===== src/usp_core_end.sv =====
// Purpose : none
// Assumes : none
// Notes   : none


===== src/usp_pkg.sv =====
// Purpose : constants shared by the serial status, buffer and protect block
// Assumes : registers on one aligned 32-bit word each, index times four
// Notes   : byte-wide registers sit in the low lane, upper bits read zero
// ============================================================================
// package
package usp_pkg;

   // ========================================================================
   // bus geometry
   localparam int          ADDR_W       = 8;
   localparam int          IDX_W        = 6;
   localparam int          IDX_LSB      = 2;
   localparam int          LANE0        = 0;
   localparam logic [23:0] UPPER_ZERO   = 24'h000000;
   localparam logic [1:0]  RESP_OKAY    = 2'h0;
   localparam logic [1:0]  RESP_SLVERR  = 2'h2;

   // ========================================================================
   // register indices, byte address is four times the index
   localparam logic [IDX_W-1:0] IDX_CTRL_ONE = 6'h1a;
   localparam logic [IDX_W-1:0] IDX_CTRL_TWO = 6'h1b;
   localparam logic [IDX_W-1:0] IDX_BAUD     = 6'h1c;
   localparam logic [IDX_W-1:0] IDX_STATUS   = 6'h1d;
   localparam logic [IDX_W-1:0] IDX_DATA     = 6'h1e;
   localparam logic [IDX_W-1:0] IDX_CLK_GATE = 6'h20;

   // ========================================================================
   // reset values and implemented-bit masks
   localparam logic [7:0] RST_BYTE      = 8'h00;
   localparam logic [7:0] CTRL_ONE_MASK = 8'hfe;
   localparam logic [7:0] CTRL_TWO_MASK = 8'h3f;
   localparam logic [7:0] NO_BITS       = 8'h00;

   // ========================================================================
   // serial_status field positions, bit 4 unused
   localparam int ST_PARITY  = 7;
   localparam int ST_FRAMING = 6;
   localparam int ST_OVERRUN = 5;
   localparam int ST_RX_BUSY = 3;
   localparam int ST_RX_FULL = 2;
   localparam int ST_TX_BUSY = 1;
   localparam int ST_TX_FULL = 0;

   // ========================================================================
   // serial_control_one field positions
   localparam int C1_TX_EN    = 7;
   localparam int C1_RX_EN    = 6;
   localparam int C1_TX_STOP2 = 5;
   localparam int C1_EVEN     = 4;
   localparam int C1_PAR_ADD  = 3;
   localparam int C1_IR_SEL   = 2;
   localparam int C1_BASE_SEL = 1;

   // ========================================================================
   // serial_control_two field positions
   localparam int C2_RT_LSB    = 3;
   localparam int C2_RT_MSB    = 5;
   localparam int C2_NC_LSB    = 1;
   localparam int C2_NC_MSB    = 2;
   localparam int C2_RX_STOP2  = 0;

   // peripheral_clock_gate_reg field
   localparam int CG_SERIAL_EN = 0;

endpackage : usp_pkg


===== src/usp_core.sv =====
// Purpose : status flags, data buffers, clock gate and config write-protect
// Assumes : engine events are same-clock pulses and levels, no sync needed
// Notes   : AXI4-Lite slave, one write and one read in flight at a time
// ============================================================================
// Function
// [RL1] status bit 7 shows parity mismatch of the latest received frame
// [RL2] status bit 6 shows invalid stop bit of the latest frame
// [RL3] status bit 5 shows a byte arriving before the previous was read
// [RL4] status bit 3 is high while a frame is being received
// [RL5] status bit 2 is high while the receive buffer holds unread data
// [RL6] status bit 1 is high while a frame is being shifted out
// [RL7] status bit 0 shows a written byte not yet taken for sending
// [RL8] transmit full sets on buffer write, clears when transmit request rises
// [RL9] status bit 4 reads zero, all status read-only and reset zero
// [RL10] low-power entry clears every status bit and halts the serial unit
// [RL11] data buffers are don't-care after low-power entry
// [RL12] software reads wanted receive data before low-power entry
// [RL13] clock enable low stops the unit, high lets it run
// [RL14] clock enable resets to zero, unit unusable until enabled
// [RL15] software enables the clock before touching control registers
// [RL16] software keeps clock enable high while a transfer runs
// [RL17] a protected bit written while locked keeps its old value
// [RL18] transmit stop length writable only with transmit enable and busy low
// [RL19] parity bits writable only with all enables and busy flags low
// [RL20] output encoding select writable only with transmit side idle
// [RL21] bit-period count field writable only with all four conditions low
// [RL22] noise rejection field writable only with receive side idle
// [RL23] receive stop length writable only with receive side idle
// [RL24] base clock select writable only with all four conditions low
// [RL25] shared data address reads receive buffer, writes transmit buffer
// [RL26] enable cleared mid-frame acts after the frame, pending byte dropped
module usp_core (
   input  wire logic        aclk,
   input  wire logic        aresetn,
   input  wire logic [7:0]  awaddr,
   input  wire logic        awvalid,
   output logic             awready,
   input  wire logic [31:0] wdata,
   input  wire logic [3:0]  wstrb,
   input  wire logic        wvalid,
   output logic             wready,
   output logic [1:0]       bresp,
   output logic             bvalid,
   input  wire logic        bready,
   input  wire logic [7:0]  araddr,
   input  wire logic        arvalid,
   output logic             arready,
   output logic [31:0]      rdata,
   output logic [1:0]       rresp,
   output logic             rvalid,
   input  wire logic        rready,
   input  wire logic        lp_entry,
   input  wire logic        tx_active,
   input  wire logic        tx_taken,
   input  wire logic        rx_active,
   input  wire logic        rx_done,
   input  wire logic [7:0]  rx_byte,
   input  wire logic        rx_parity_bad,
   input  wire logic        rx_stop_bad,
   output logic             clk_supply,
   output logic             tx_run,
   output logic             rx_run,
   output logic [7:0]       tx_byte,
   output logic             tx_byte_ready,
   output logic             tx_request,
   output logic [7:0]       ctrl_one_out,
   output logic [7:0]       ctrl_two_out,
   output logic [7:0]       baud_divisor
);

   // ========================================================================
   // storage
   logic [7:0]  ctrl_one;
   logic [7:0]  ctrl_two;
   logic [7:0]  baud;
   logic [7:0]  rx_buf;
   logic        gate_on;
   logic        parity_fault_flag;
   logic        framing_fault_flag;
   logic        overrun_fault_flag;
   logic        rx_busy;
   logic        receive_holding_full;
   logic        tx_busy;
   logic        transmit_holding_full;
   logic        aw_full;
   logic        w_full;
   logic [7:0]  aw_addr_q;
   logic [7:0]  w_byte_q;
   logic        w_lane_q;
   logic [5:0]  rd_idx_q;

   // ========================================================================
   // decode
   logic [5:0]  wr_idx;
   logic [5:0]  rd_idx;
   logic        wr_go;
   logic        wr_en;
   logic        rd_take;
   logic        rx_ok;
   logic        overrun;
   logic        rx_read;
   logic        tx_idle;
   logic        rx_idle;
   logic        all_idle;
   logic [7:0]  m_one;
   logic [7:0]  m_two;
   logic [7:0]  next_rd_byte;
   logic        next_rd_hit;
   logic        wr_hit;
   logic [7:0]  status_byte;

   assign wr_idx  = aw_addr_q[usp_pkg::IDX_LSB +: usp_pkg::IDX_W];
   assign rd_idx  = araddr[usp_pkg::IDX_LSB +: usp_pkg::IDX_W];
   assign wr_go   = aw_full && w_full && !bvalid;
   // lane 0 carries every byte-wide register
   assign wr_en   = wr_go && w_lane_q;
   assign rd_take = arvalid && arready;
   // engine events are ignored while the unit clock is gated
   assign rx_ok   = gate_on && rx_done && !lp_entry; // [RL13]
   assign rx_read = rd_take && gate_on && (rd_idx == usp_pkg::IDX_DATA);
   assign overrun = rx_ok && receive_holding_full && !rx_read; // [RL3]

   // lock conditions use the values before this write
   assign tx_idle  = !ctrl_one[usp_pkg::C1_TX_EN] && !tx_busy;
   assign rx_idle  = !ctrl_one[usp_pkg::C1_RX_EN] && !rx_busy;
   assign all_idle = tx_idle && rx_idle;

   // status word, bit 4 held at zero
   assign status_byte = {parity_fault_flag, framing_fault_flag,
                         overrun_fault_flag, 1'b0, rx_busy,
                         receive_holding_full, tx_busy,
                         transmit_holding_full}; // [RL9]

   // write-permission masks, locked bits keep old value
   always_comb begin
      m_one = usp_pkg::NO_BITS;
      m_two = usp_pkg::NO_BITS;
      m_one[usp_pkg::C1_TX_EN] = 1'b1;
      m_one[usp_pkg::C1_RX_EN] = 1'b1;
      if (tx_idle) begin
         m_one[usp_pkg::C1_TX_STOP2] = 1'b1; // [RL18]
         m_one[usp_pkg::C1_IR_SEL]   = 1'b1; // [RL20]
      end
      if (all_idle) begin
         m_one[usp_pkg::C1_EVEN]     = 1'b1; // [RL19]
         m_one[usp_pkg::C1_PAR_ADD]  = 1'b1; // [RL19]
         m_one[usp_pkg::C1_BASE_SEL] = 1'b1; // [RL24]
         m_two[usp_pkg::C2_RT_MSB:usp_pkg::C2_RT_LSB] = 3'h7; // [RL21]
      end
      if (rx_idle) begin
         m_two[usp_pkg::C2_NC_MSB:usp_pkg::C2_NC_LSB] = 2'h3; // [RL22]
         m_two[usp_pkg::C2_RX_STOP2] = 1'b1; // [RL23]
      end
   end

   // unit registers only accept writes with the clock supplied
   always_comb begin
      wr_hit = 1'b1;
      case (wr_idx)
         usp_pkg::IDX_CTRL_ONE,
         usp_pkg::IDX_CTRL_TWO,
         usp_pkg::IDX_BAUD,
         usp_pkg::IDX_STATUS,
         usp_pkg::IDX_DATA,
         usp_pkg::IDX_CLK_GATE: wr_hit = 1'b1;
         default:               wr_hit = 1'b0;
      endcase
   end

   // read mux, shared data address reads the receive side
   always_comb begin
      next_rd_byte = usp_pkg::RST_BYTE;
      next_rd_hit  = 1'b1;
      case (rd_idx)
         usp_pkg::IDX_CTRL_ONE: next_rd_byte = ctrl_one;
         usp_pkg::IDX_CTRL_TWO: next_rd_byte = ctrl_two;
         usp_pkg::IDX_BAUD:     next_rd_byte = baud;
         usp_pkg::IDX_STATUS:   next_rd_byte = status_byte;
         usp_pkg::IDX_DATA:     next_rd_byte = rx_buf; // [RL25]
         usp_pkg::IDX_CLK_GATE: next_rd_byte = {7'h00, gate_on};
         default:               next_rd_hit  = 1'b0;
      endcase
   end

   // ========================================================================
   // axi write channels, address and data taken in either order
   always_ff @(posedge aclk) begin
      if (!aresetn) begin
         aw_full   <= 1'b0;
         awready   <= 1'b0;
         aw_addr_q <= usp_pkg::RST_BYTE;
      end else if (awvalid && awready) begin
         aw_full   <= 1'b1;
         awready   <= 1'b0;
         aw_addr_q <= awaddr;
      end else if (bvalid && bready) begin
         aw_full   <= 1'b0;
         awready   <= 1'b1;
      end else if (!aw_full) begin
         awready   <= 1'b1;
      end
   end

   always_ff @(posedge aclk) begin
      if (!aresetn) begin
         w_full   <= 1'b0;
         wready   <= 1'b0;
         w_byte_q <= usp_pkg::RST_BYTE;
         w_lane_q <= 1'b0;
      end else if (wvalid && wready) begin
         w_full   <= 1'b1;
         wready   <= 1'b0;
         w_byte_q <= wdata[7:0];
         w_lane_q <= wstrb[usp_pkg::LANE0];
      end else if (bvalid && bready) begin
         w_full   <= 1'b0;
         wready   <= 1'b1;
      end else if (!w_full) begin
         wready   <= 1'b1;
      end
   end

   // response once both halves are held
   always_ff @(posedge aclk) begin
      if (!aresetn) begin
         bvalid <= 1'b0;
         bresp  <= usp_pkg::RESP_OKAY;
      end else if (wr_go) begin
         bvalid <= 1'b1;
         bresp  <= wr_hit ? usp_pkg::RESP_OKAY : usp_pkg::RESP_SLVERR;
      end else if (bvalid && bready) begin
         bvalid <= 1'b0;
      end
   end

   // ========================================================================
   // axi read channel, one beat per address
   always_ff @(posedge aclk) begin
      if (!aresetn) begin
         arready  <= 1'b0;
         rvalid   <= 1'b0;
         rdata    <= {usp_pkg::UPPER_ZERO, usp_pkg::RST_BYTE};
         rresp    <= usp_pkg::RESP_OKAY;
         rd_idx_q <= 6'h00;
      end else if (rd_take) begin
         arready  <= 1'b0;
         rvalid   <= 1'b1;
         rdata    <= {usp_pkg::UPPER_ZERO, next_rd_byte};
         rresp    <= next_rd_hit ? usp_pkg::RESP_OKAY : usp_pkg::RESP_SLVERR;
         rd_idx_q <= rd_idx;
      end else if (rvalid && rready) begin
         rvalid   <= 1'b0;
         arready  <= 1'b1;
      end else if (!rvalid) begin
         arready  <= 1'b1;
      end
   end

   // ========================================================================
   // clock gate, always writable so software can wake the unit
   always_ff @(posedge aclk) begin
      if (!aresetn) begin
         gate_on <= 1'b0; // [RL14]
      end else if (wr_en && wr_idx == usp_pkg::IDX_CLK_GATE) begin
         gate_on <= w_byte_q[usp_pkg::CG_SERIAL_EN]; // [RL13]
      end
   end

   // control one, enables drop on low-power entry, others hold
   always_ff @(posedge aclk) begin
      if (!aresetn) begin
         ctrl_one <= usp_pkg::RST_BYTE;
      end else if (lp_entry) begin
         ctrl_one[usp_pkg::C1_TX_EN] <= 1'b0; // [RL10]
         ctrl_one[usp_pkg::C1_RX_EN] <= 1'b0; // [RL10]
      end else if (gate_on && wr_en && wr_idx == usp_pkg::IDX_CTRL_ONE) begin
         ctrl_one <= ((ctrl_one & ~m_one) | (w_byte_q & m_one))
                     & usp_pkg::CTRL_ONE_MASK; // [RL17]
      end
   end

   // control two, all fields protected
   always_ff @(posedge aclk) begin
      if (!aresetn) begin
         ctrl_two <= usp_pkg::RST_BYTE;
      end else if (gate_on && wr_en && wr_idx == usp_pkg::IDX_CTRL_TWO) begin
         ctrl_two <= ((ctrl_two & ~m_two) | (w_byte_q & m_two))
                     & usp_pkg::CTRL_TWO_MASK; // [RL17]
      end
   end

   // baud divisor, unprotected by design
   always_ff @(posedge aclk) begin
      if (!aresetn) begin
         baud <= usp_pkg::RST_BYTE;
      end else if (gate_on && wr_en && wr_idx == usp_pkg::IDX_BAUD) begin
         baud <= w_byte_q;
      end
   end

   // ========================================================================
   // receive side: errors describe the latest frame only
   always_ff @(posedge aclk) begin
      if (!aresetn || lp_entry) begin
         parity_fault_flag  <= 1'b0; // [RL10]
         framing_fault_flag <= 1'b0;
         overrun_fault_flag <= 1'b0;
      end else if (rx_ok) begin
         parity_fault_flag  <= rx_parity_bad; // [RL1]
         framing_fault_flag <= rx_stop_bad; // [RL2]
         overrun_fault_flag <= overrun; // [RL3]
      end
   end

   // an overrun keeps the unread byte, the late one is lost
   always_ff @(posedge aclk) begin
      if (!aresetn) begin
         rx_buf <= usp_pkg::RST_BYTE;
      end else if (rx_ok && !overrun) begin
         rx_buf <= rx_byte; // [RL11]
      end
   end

   // receive full, new byte wins over a read in the same cycle
   always_ff @(posedge aclk) begin
      if (!aresetn || lp_entry) begin
         receive_holding_full <= 1'b0; // [RL10]
      end else if (rx_ok) begin
         receive_holding_full <= 1'b1; // [RL5]
      end else if (rx_read) begin
         receive_holding_full <= 1'b0; // [RL5]
      end
   end

   // busy flags follow the engine, frozen while gated
   always_ff @(posedge aclk) begin
      if (!aresetn || lp_entry) begin
         rx_busy <= 1'b0; // [RL10]
         tx_busy <= 1'b0;
      end else if (gate_on) begin
         rx_busy <= rx_active; // [RL4]
         tx_busy <= tx_active; // [RL6]
      end
   end

   // ========================================================================
   // transmit side: buffer, request pulse and full flag
   always_ff @(posedge aclk) begin
      if (!aresetn) begin
         tx_byte <= usp_pkg::RST_BYTE;
      end else if (gate_on && wr_en && wr_idx == usp_pkg::IDX_DATA) begin
         tx_byte <= w_byte_q; // [RL25]
      end
   end

   // request only for a byte really pending
   always_ff @(posedge aclk) begin
      if (!aresetn || lp_entry) begin
         tx_request <= 1'b0;
      end else begin
         tx_request <= gate_on && tx_taken && transmit_holding_full;
      end
   end

   // set by write wins, cleared by request or by dropping transmit enable
   always_ff @(posedge aclk) begin
      if (!aresetn || lp_entry) begin
         transmit_holding_full <= 1'b0; // [RL10]
      end else if (gate_on && wr_en && wr_idx == usp_pkg::IDX_DATA) begin
         transmit_holding_full <= 1'b1; // [RL7]
      end else if (tx_request) begin
         transmit_holding_full <= 1'b0; // [RL8]
      end else if (gate_on && wr_en && wr_idx == usp_pkg::IDX_CTRL_ONE
                   && !w_byte_q[usp_pkg::C1_TX_EN]) begin
         transmit_holding_full <= 1'b0; // [RL26]
      end
   end

   // engine run levels stretch to the end of the current frame
   always_ff @(posedge aclk) begin
      if (!aresetn) begin
         tx_run     <= 1'b0;
         rx_run     <= 1'b0;
         clk_supply <= 1'b0;
      end else begin
         tx_run     <= gate_on && (ctrl_one[usp_pkg::C1_TX_EN] || tx_active);
         rx_run     <= gate_on && (ctrl_one[usp_pkg::C1_RX_EN] || rx_active);
         clk_supply <= gate_on; // [RL13]
      end
   end

   assign tx_byte_ready = transmit_holding_full;
   assign ctrl_one_out  = ctrl_one;
   assign ctrl_two_out  = ctrl_two;
   assign baud_divisor  = baud;
endmodule : usp_core


===== config.mk =====
export PLATFORM = sky130hd
export DESIGN_NAME = usp_core
export DESIGN_NICKNAME = d
export VERILOG_FILES = /design/src/usp_core_end.sv /design/src/usp_pkg.sv /design/src/usp_core.sv
export SDC_FILE = /design/constraint.sdc
export NUM_CORES = 1
export LEC_CHECK = 0
export ABC_CLOCK_PERIOD_IN_PS = 2300
export BUFFER_PORTS_ARGS = -buffer_cell sky130_fd_sc_hd__buf_2
export CORE_MARGIN = 1
export CORE_UTILIZATION = 29
export DETAILED_ROUTE_END_ITERATION = 10
export PLACE_DENSITY_LB_ADDON = 0.05
export SYNTH_ARGS = -nofsm -noshare
export SYNTH_HDL_FRONTEND = slang
export SYNTH_SLANG_ARGS = --single-unit

===== constraint.sdc =====
create_clock -name aclk -period 2.3 [get_ports aclk]
set_input_delay 0.46 -clock aclk [delete_from_list [all_inputs] [get_ports aclk]]
set_output_delay 0.46 -clock aclk [all_outputs]
set_load 0.005 [all_outputs]

==> flow_metrics.tcl, run 1 <==
set metrics [dict create \
    p_leak_nw 1.91 \
    final_area_um2 4500 \
    async_flop_share_pct 0 \
    fin_util_pct 36.7 \
    ys.flop_type "dfxtp_1" \
    cp_slowest_cell "and4b_1" \
    relSlewSlack_pct 65.9 \
    grt_pass1_wl_um 15000 \
    critPathTopFamily "simple AND/OR/NAND/NOR gates" \
    final-setup-viol-count 0 \
    routed_wl_um 9760 \
    h-tree-depth 3 \
    fin_crit_sh_pct 76.3 \
    avgSynthCellArea_um2 8.68 \
    coreArea_um2 12300 \
    cts.sinks 81 \
    synthDistinctLibCells 47 \
    vias 3061 \
    area_growth_pct 21.1 \
    critPathBufInv 2 \
    arrival_ns 2.02 \
    cp.required_ns 2.56 \
    final_max_slew_viol_count 0 \
    critPathMaxFanout 9 \
    drt_iter0_markers 194 \
    rsz0062_at_grt "no" \
    holdCritPathClass "input pin to flip-flop" \
    antenna_found_initial 0 \
    criticalPathCategory "input pin to flip-flop" \
    placed_area_um2 4200 \
    yosysSeqAreaShare_pct 43.7 \
    grt_start_max_net_pins 81 \
    portBuffers 91 \
    drtAntennaViolNets 0 \
    reg2reg_slack_ns 0.56 \
    ir_worst_vdd_mv 0.234 \
    drive_above_1_share_pct 23.0 \
    die_w_um 115 \
    cts-root-buf "clkbuf_16" \
    fp.dieArea_um2 13300 \
    yosysTopAreaCellShare_pct 43.7 \
    min_period_ns 1.76 \
    synth_edf_count 0 \
    cp_cell_sequence "buf_2 -> and4b_1 -> nand4bb_1 -> a211oi_2 -> buf_4 -> mux2i_1" \
    diodes 0 \
    tritoncts "built" \
    clkTransAtPathRegs_ns 0.06 \
    num_io_pins 152 \
    synthCells 428 \
    cts_setup_buffers 0 \
    ys_ff_latch 81 \
    drcViolationCount 0 \
    critPathLaunchType "input pin" \
    synthTopCellsByArea "dfxtp_1, mux2i_1, nand2_1" \
    clock_path_buffers 2 \
    tightest_slew_ns 0.511 \
    clk_latency_ns 0.34 \
    fmax_ghz 0.570 \
    grt_overflow 0 \
    via_per_inst 4.50 \
    gr-usage-all-layers_pct 15.2 \
    final.setup.tns_ns 0 \
    dp_hpwl_um 7230 \
    cts_repair_resize_count 0 \
    synth_area_um2 3710 \
    ys_warn_count 0 \
    end_kind "flip-flop" \
    initial_utilization_pct 30.3 \
    status "complete, no violations" \
    holdBufCountCts 0 \
    dr.pass1.iters 4 \
    cts_inserted_buffers 9 \
    n_fill_cell 1293 \
    hold_viol_final 0 \
    cpPeakStageDelay_ns 0.43 \
    finalNetCount 581 \
    place.gp.congestion 0.732 \
    holdWs_ns 0.344 \
    rows 40 \
    skew_ns 0.00818 \
    yosysTopAreaCell "dfxtp_1" \
    post_drt_wl_per_cell_um 14.4 \
    power_density_nw_per_um2 684 \
    die_h_um 115 \
    first_global_vias 2778 \
    cap_violations 0 \
]
## final timing paths
path / to / cells after the start / startpoint
worst max-delay path: rx_buf[3] / 6 / araddr[3]
worst min-delay path: tx_request / 3 / tx_taken
worst max register to register: gate_on / 4 / aw_addr_q[2]
worst min register to register: rdata[7] / 2 / rdata[7]
## routing by layer
| metal | up-vias | global-route usage, % | share of wire, % | wire length (µm) |
|---|---|---|---|---|
| met3 | 13 | 2.90 | 4.2 | 411 |
| met2 | 86 | 22.9 | 43 | 4250 |
| met4 | 0 | 7.53 | 2.0 | 196 |
| li1 | 1584 | - | - | - |
| met5 | - | 0 | 0 | 0 |
| met1 | 1378 | 20.8 | 50 | 4910 |
## cells in the mapped netlist (3+ instances only)
cell type	instances
o21ai_0	23
buf_2	5
nand2_1	91
and2_1	4
buf_4	32
nand2b_1	4
mux2i_1	37
and4b_1	3
nor2_1	13
a21boi_0	18
nand4_1	4
o31ai_1	3
a21oi_1	11
dfxtp_1	81
o2bb2ai_1	4
nand3_1	25
nor3_1	7
inv_1	3
clkbuf_1	19
nor2b_1	7
## layout make-up
| type | instances | area (µm²) | share of cell area (%) |
|---|---|---|---|
| clock buffer | 10 | 229 | 5.09 |
| inverter | 3 | 11.3 | 0.250 |
| tap | 168 | 210 | 4.67 |
| timing repair buffer | 97 | 513 | 11.4 |
| clock inverter | 6 | 67.6 | 1.50 |
| sequential | 81 | 1620 | 36.1 |
| multi-input combinational | 315 | 1840 | 41.0 |
## metrics by stage
| step | setup WS, ns | instances | power, mW |
|---|---|---|---|
| final | 0.545 | 680 | 3.07 |
| after global routing | 0.433 | 680 | 3.21 |
| after detailed placement | 0.226 | 664 | 1.67 |
| after global placement | 0.287 | 664 | 1.67 |
| after floorplan | 0.533 | 456 | 1.63 |
| after CTS | 0.541 | 680 | 3.12 |
## report_power, final
part | internal [mW] | switching (mW)
clock | 0.845 | 0.596
combinational | 0.0726 | 0.110
sequential | 1.43 | 0.0257
## kinds of logic after synthesis
| family | after synthesis | synth area share [%] |
|---|---|---|
| simple gates | 176 | 23.2 |
| mux | 37 | 9.97 |
| compound gates | 73 | 13.4 |
| buf+inv | 60 | 9.67 |
| other cells | 1 | 0.101 |
| flops | 81 | 43.7 |
## worst reg2reg max path, stage by stage, from the launching register on
cell and delay (ns):
dfxtp_1 0.36, or4b_1 0.55, or4_1 0.51, mux2i_1 0.17, nor2b_1 0.06
## placed cells by master (no fill, tap or decap), types with 9 or more instances in the layout
cell type,Yosys,final
o21ai_0,23,23
mux2i_1,37,37
clkbuf_16,0,9
nand3_1,25,25
dfxtp_1,81,81
buf_2,5,91
nand2_1,91,91
a21boi_0,18,18
conb_1,1,29
nor2_1,13,13
a21oi_1,11,11
Power figures use the tool's default switching activity.
==> inputs of run 2 (changes only) <==
ABC_CLOCK_PERIOD_IN_PS = 1800   (was 2300)
clock period = 1.8 ns   (was 2.3 ns; I/O delays follow)
==> flow_metrics.tcl, run 2 (synthesis results as in run 1) <==
set metrics [dict create \
    h-tree-depth 3 \
    gr-usage-all-layers_pct 15.3 \
    portBuffers 91 \
    finalNetCount 599 \
    critPathLaunchType "flip-flop" \
    fin_ws_ns 0.129 \
    initial_utilization_pct 30.3 \
    final_area_um2 4660 \
    diodes 0 \
    criticalPathCategory "flip-flop to flip-flop" \
    whs_endpoint "tx_request" \
    reg2reg_slack_ns 0.13 \
    end_kind "flip-flop" \
    dp_worst_setup_slack_ns 0.0131 \
    place.gp.congestion 0.766 \
    dr.pass1.iters 4 \
    cts_repair_resize_count 0 \
    routed_wl_um 9740 \
    first_global_vias 2833 \
    r2r_end "gate_on" \
    num_io_pins 152 \
    min_period_ns 1.67 \
    p_leak_nw 2.02 \
    antenna_found_initial 0 \
    cap_violations 0 \
    holdBufCountCts 0 \
    dp_hpwl_um 7390 \
    cts-root-buf "clkbuf_16" \
    skew_ns 0.00630 \
    final-setup-viol-count 0 \
    clk_latency_ns 0.34 \
    crit_path_start "aw_addr_q[2]" \
    fin_util_pct 38.0 \
    arrival_ns 1.90 \
    fmax_ghz 0.599 \
    grt_overflow 0 \
    cts_inserted_buffers 9 \
    via_per_inst 4.46 \
    critPathMaxFanout 2 \
    worstHoldStart "tx_taken" \
    grt_pass1_wl_um 15200 \
    drive_above_1_share_pct 25.7 \
    area_growth_pct 25.4 \
    worstHoldPathCells 3 \
    final_max_slew_viol_count 0 \
    cp.required_ns 2.03 \
    drt_iter0_markers 122 \
    post_drt_wl_per_cell_um 14.0 \
    vias 3112 \
    holdCritPathClass "input pin to flip-flop" \
    cts_setup_buffers 0 \
    tritoncts "built" \
    coreArea_um2 12300 \
    ir_worst_vdd_mv 0.377 \
    cts.sinks 81 \
    fp.dieArea_um2 13300 \
    r2r_cells 4 \
    status "complete, no violations" \
    clock_path_buffers 2 \
    die_h_um 115 \
    clkTransAtPathRegs_ns 0.06 \
    hold_viol_final 0 \
    rows 40 \
    drtAntennaViolNets 0 \
    final.setup.tns_ns 0 \
    drcViolationCount 0 \
    layout_common_cells "nand2_1, buf_2, dfxtp_1, mux2i_1, conb_1" \
    rsz0062_at_grt "no" \
    fin_crit_sh_pct 92.8 \
    grt_start_max_net_pins 73 \
    die_w_um 115 \
    placed_area_um2 4340 \
    power.total_mw 4.08 \
    r2r_start "aw_addr_q[2]" \
    power_density_nw_per_um2 877 \
]
run 2: layout make-up:
class	count	area [µm²]
tap	168	210
clock inverter	5	78.8
fill	1321	7600
sequential	81	1620
multi-input combinational	315	1840
clock buffer	11	243
timing repair buffer	115	648
inverter	3	11.3
run 2: worst max path at each step:
stage,end,slack (ns),cells after the start
after floorplan,rx_buf[0],0.13,7
after global placement,rdata[6],0.03,5
after detailed placement,rdata[6],0.01,5
after CTS,gate_on,0.12,4
after global routing,rx_buf[4],0.05,5
final,gate_on,0.13,4
run 2: critical path, stage by stage, from the launching register on:
cell and delay [ns]:
dfxtp_1 0.30, or4b_1 0.53, or4_1 0.52, mux2i_1 0.16, nor2b_1 0.05
run 2: per-layer routing:
| metal | part of all wire, % | wire length, µm | GRT usage, % | up-vias |
|---|---|---|---|---|
| met2 | 43 | 4210 | 23.1 | 84 |
| met4 | 1.7 | 166 | 6.75 | 0 |
| met1 | 51 | 4960 | 21.2 | 1397 |
| met3 | 4.2 | 411 | 2.90 | 13 |
| li1 | - | - | - | 1618 |
| met5 | 0 | 0 | 0 | - |
run 2: per-stage QoR:
step / hold slack [ns] / cells
2_1_floorplan: 0.434 / 456
4_1_cts: 0.238 / 698
5_1_grt: 0.256 / 698
3_5_place_dp: 0.442 / 682
3_3_place_gp: 0.435 / 682
6_report: 0.254 / 698
run 2: report_power, final:
part	switching [mW]	total (mW)	internal, mW
Combinational	0.147	0.256	0.109
Sequential	0.0286	1.85	1.82
Clock	0.728	1.98	1.25
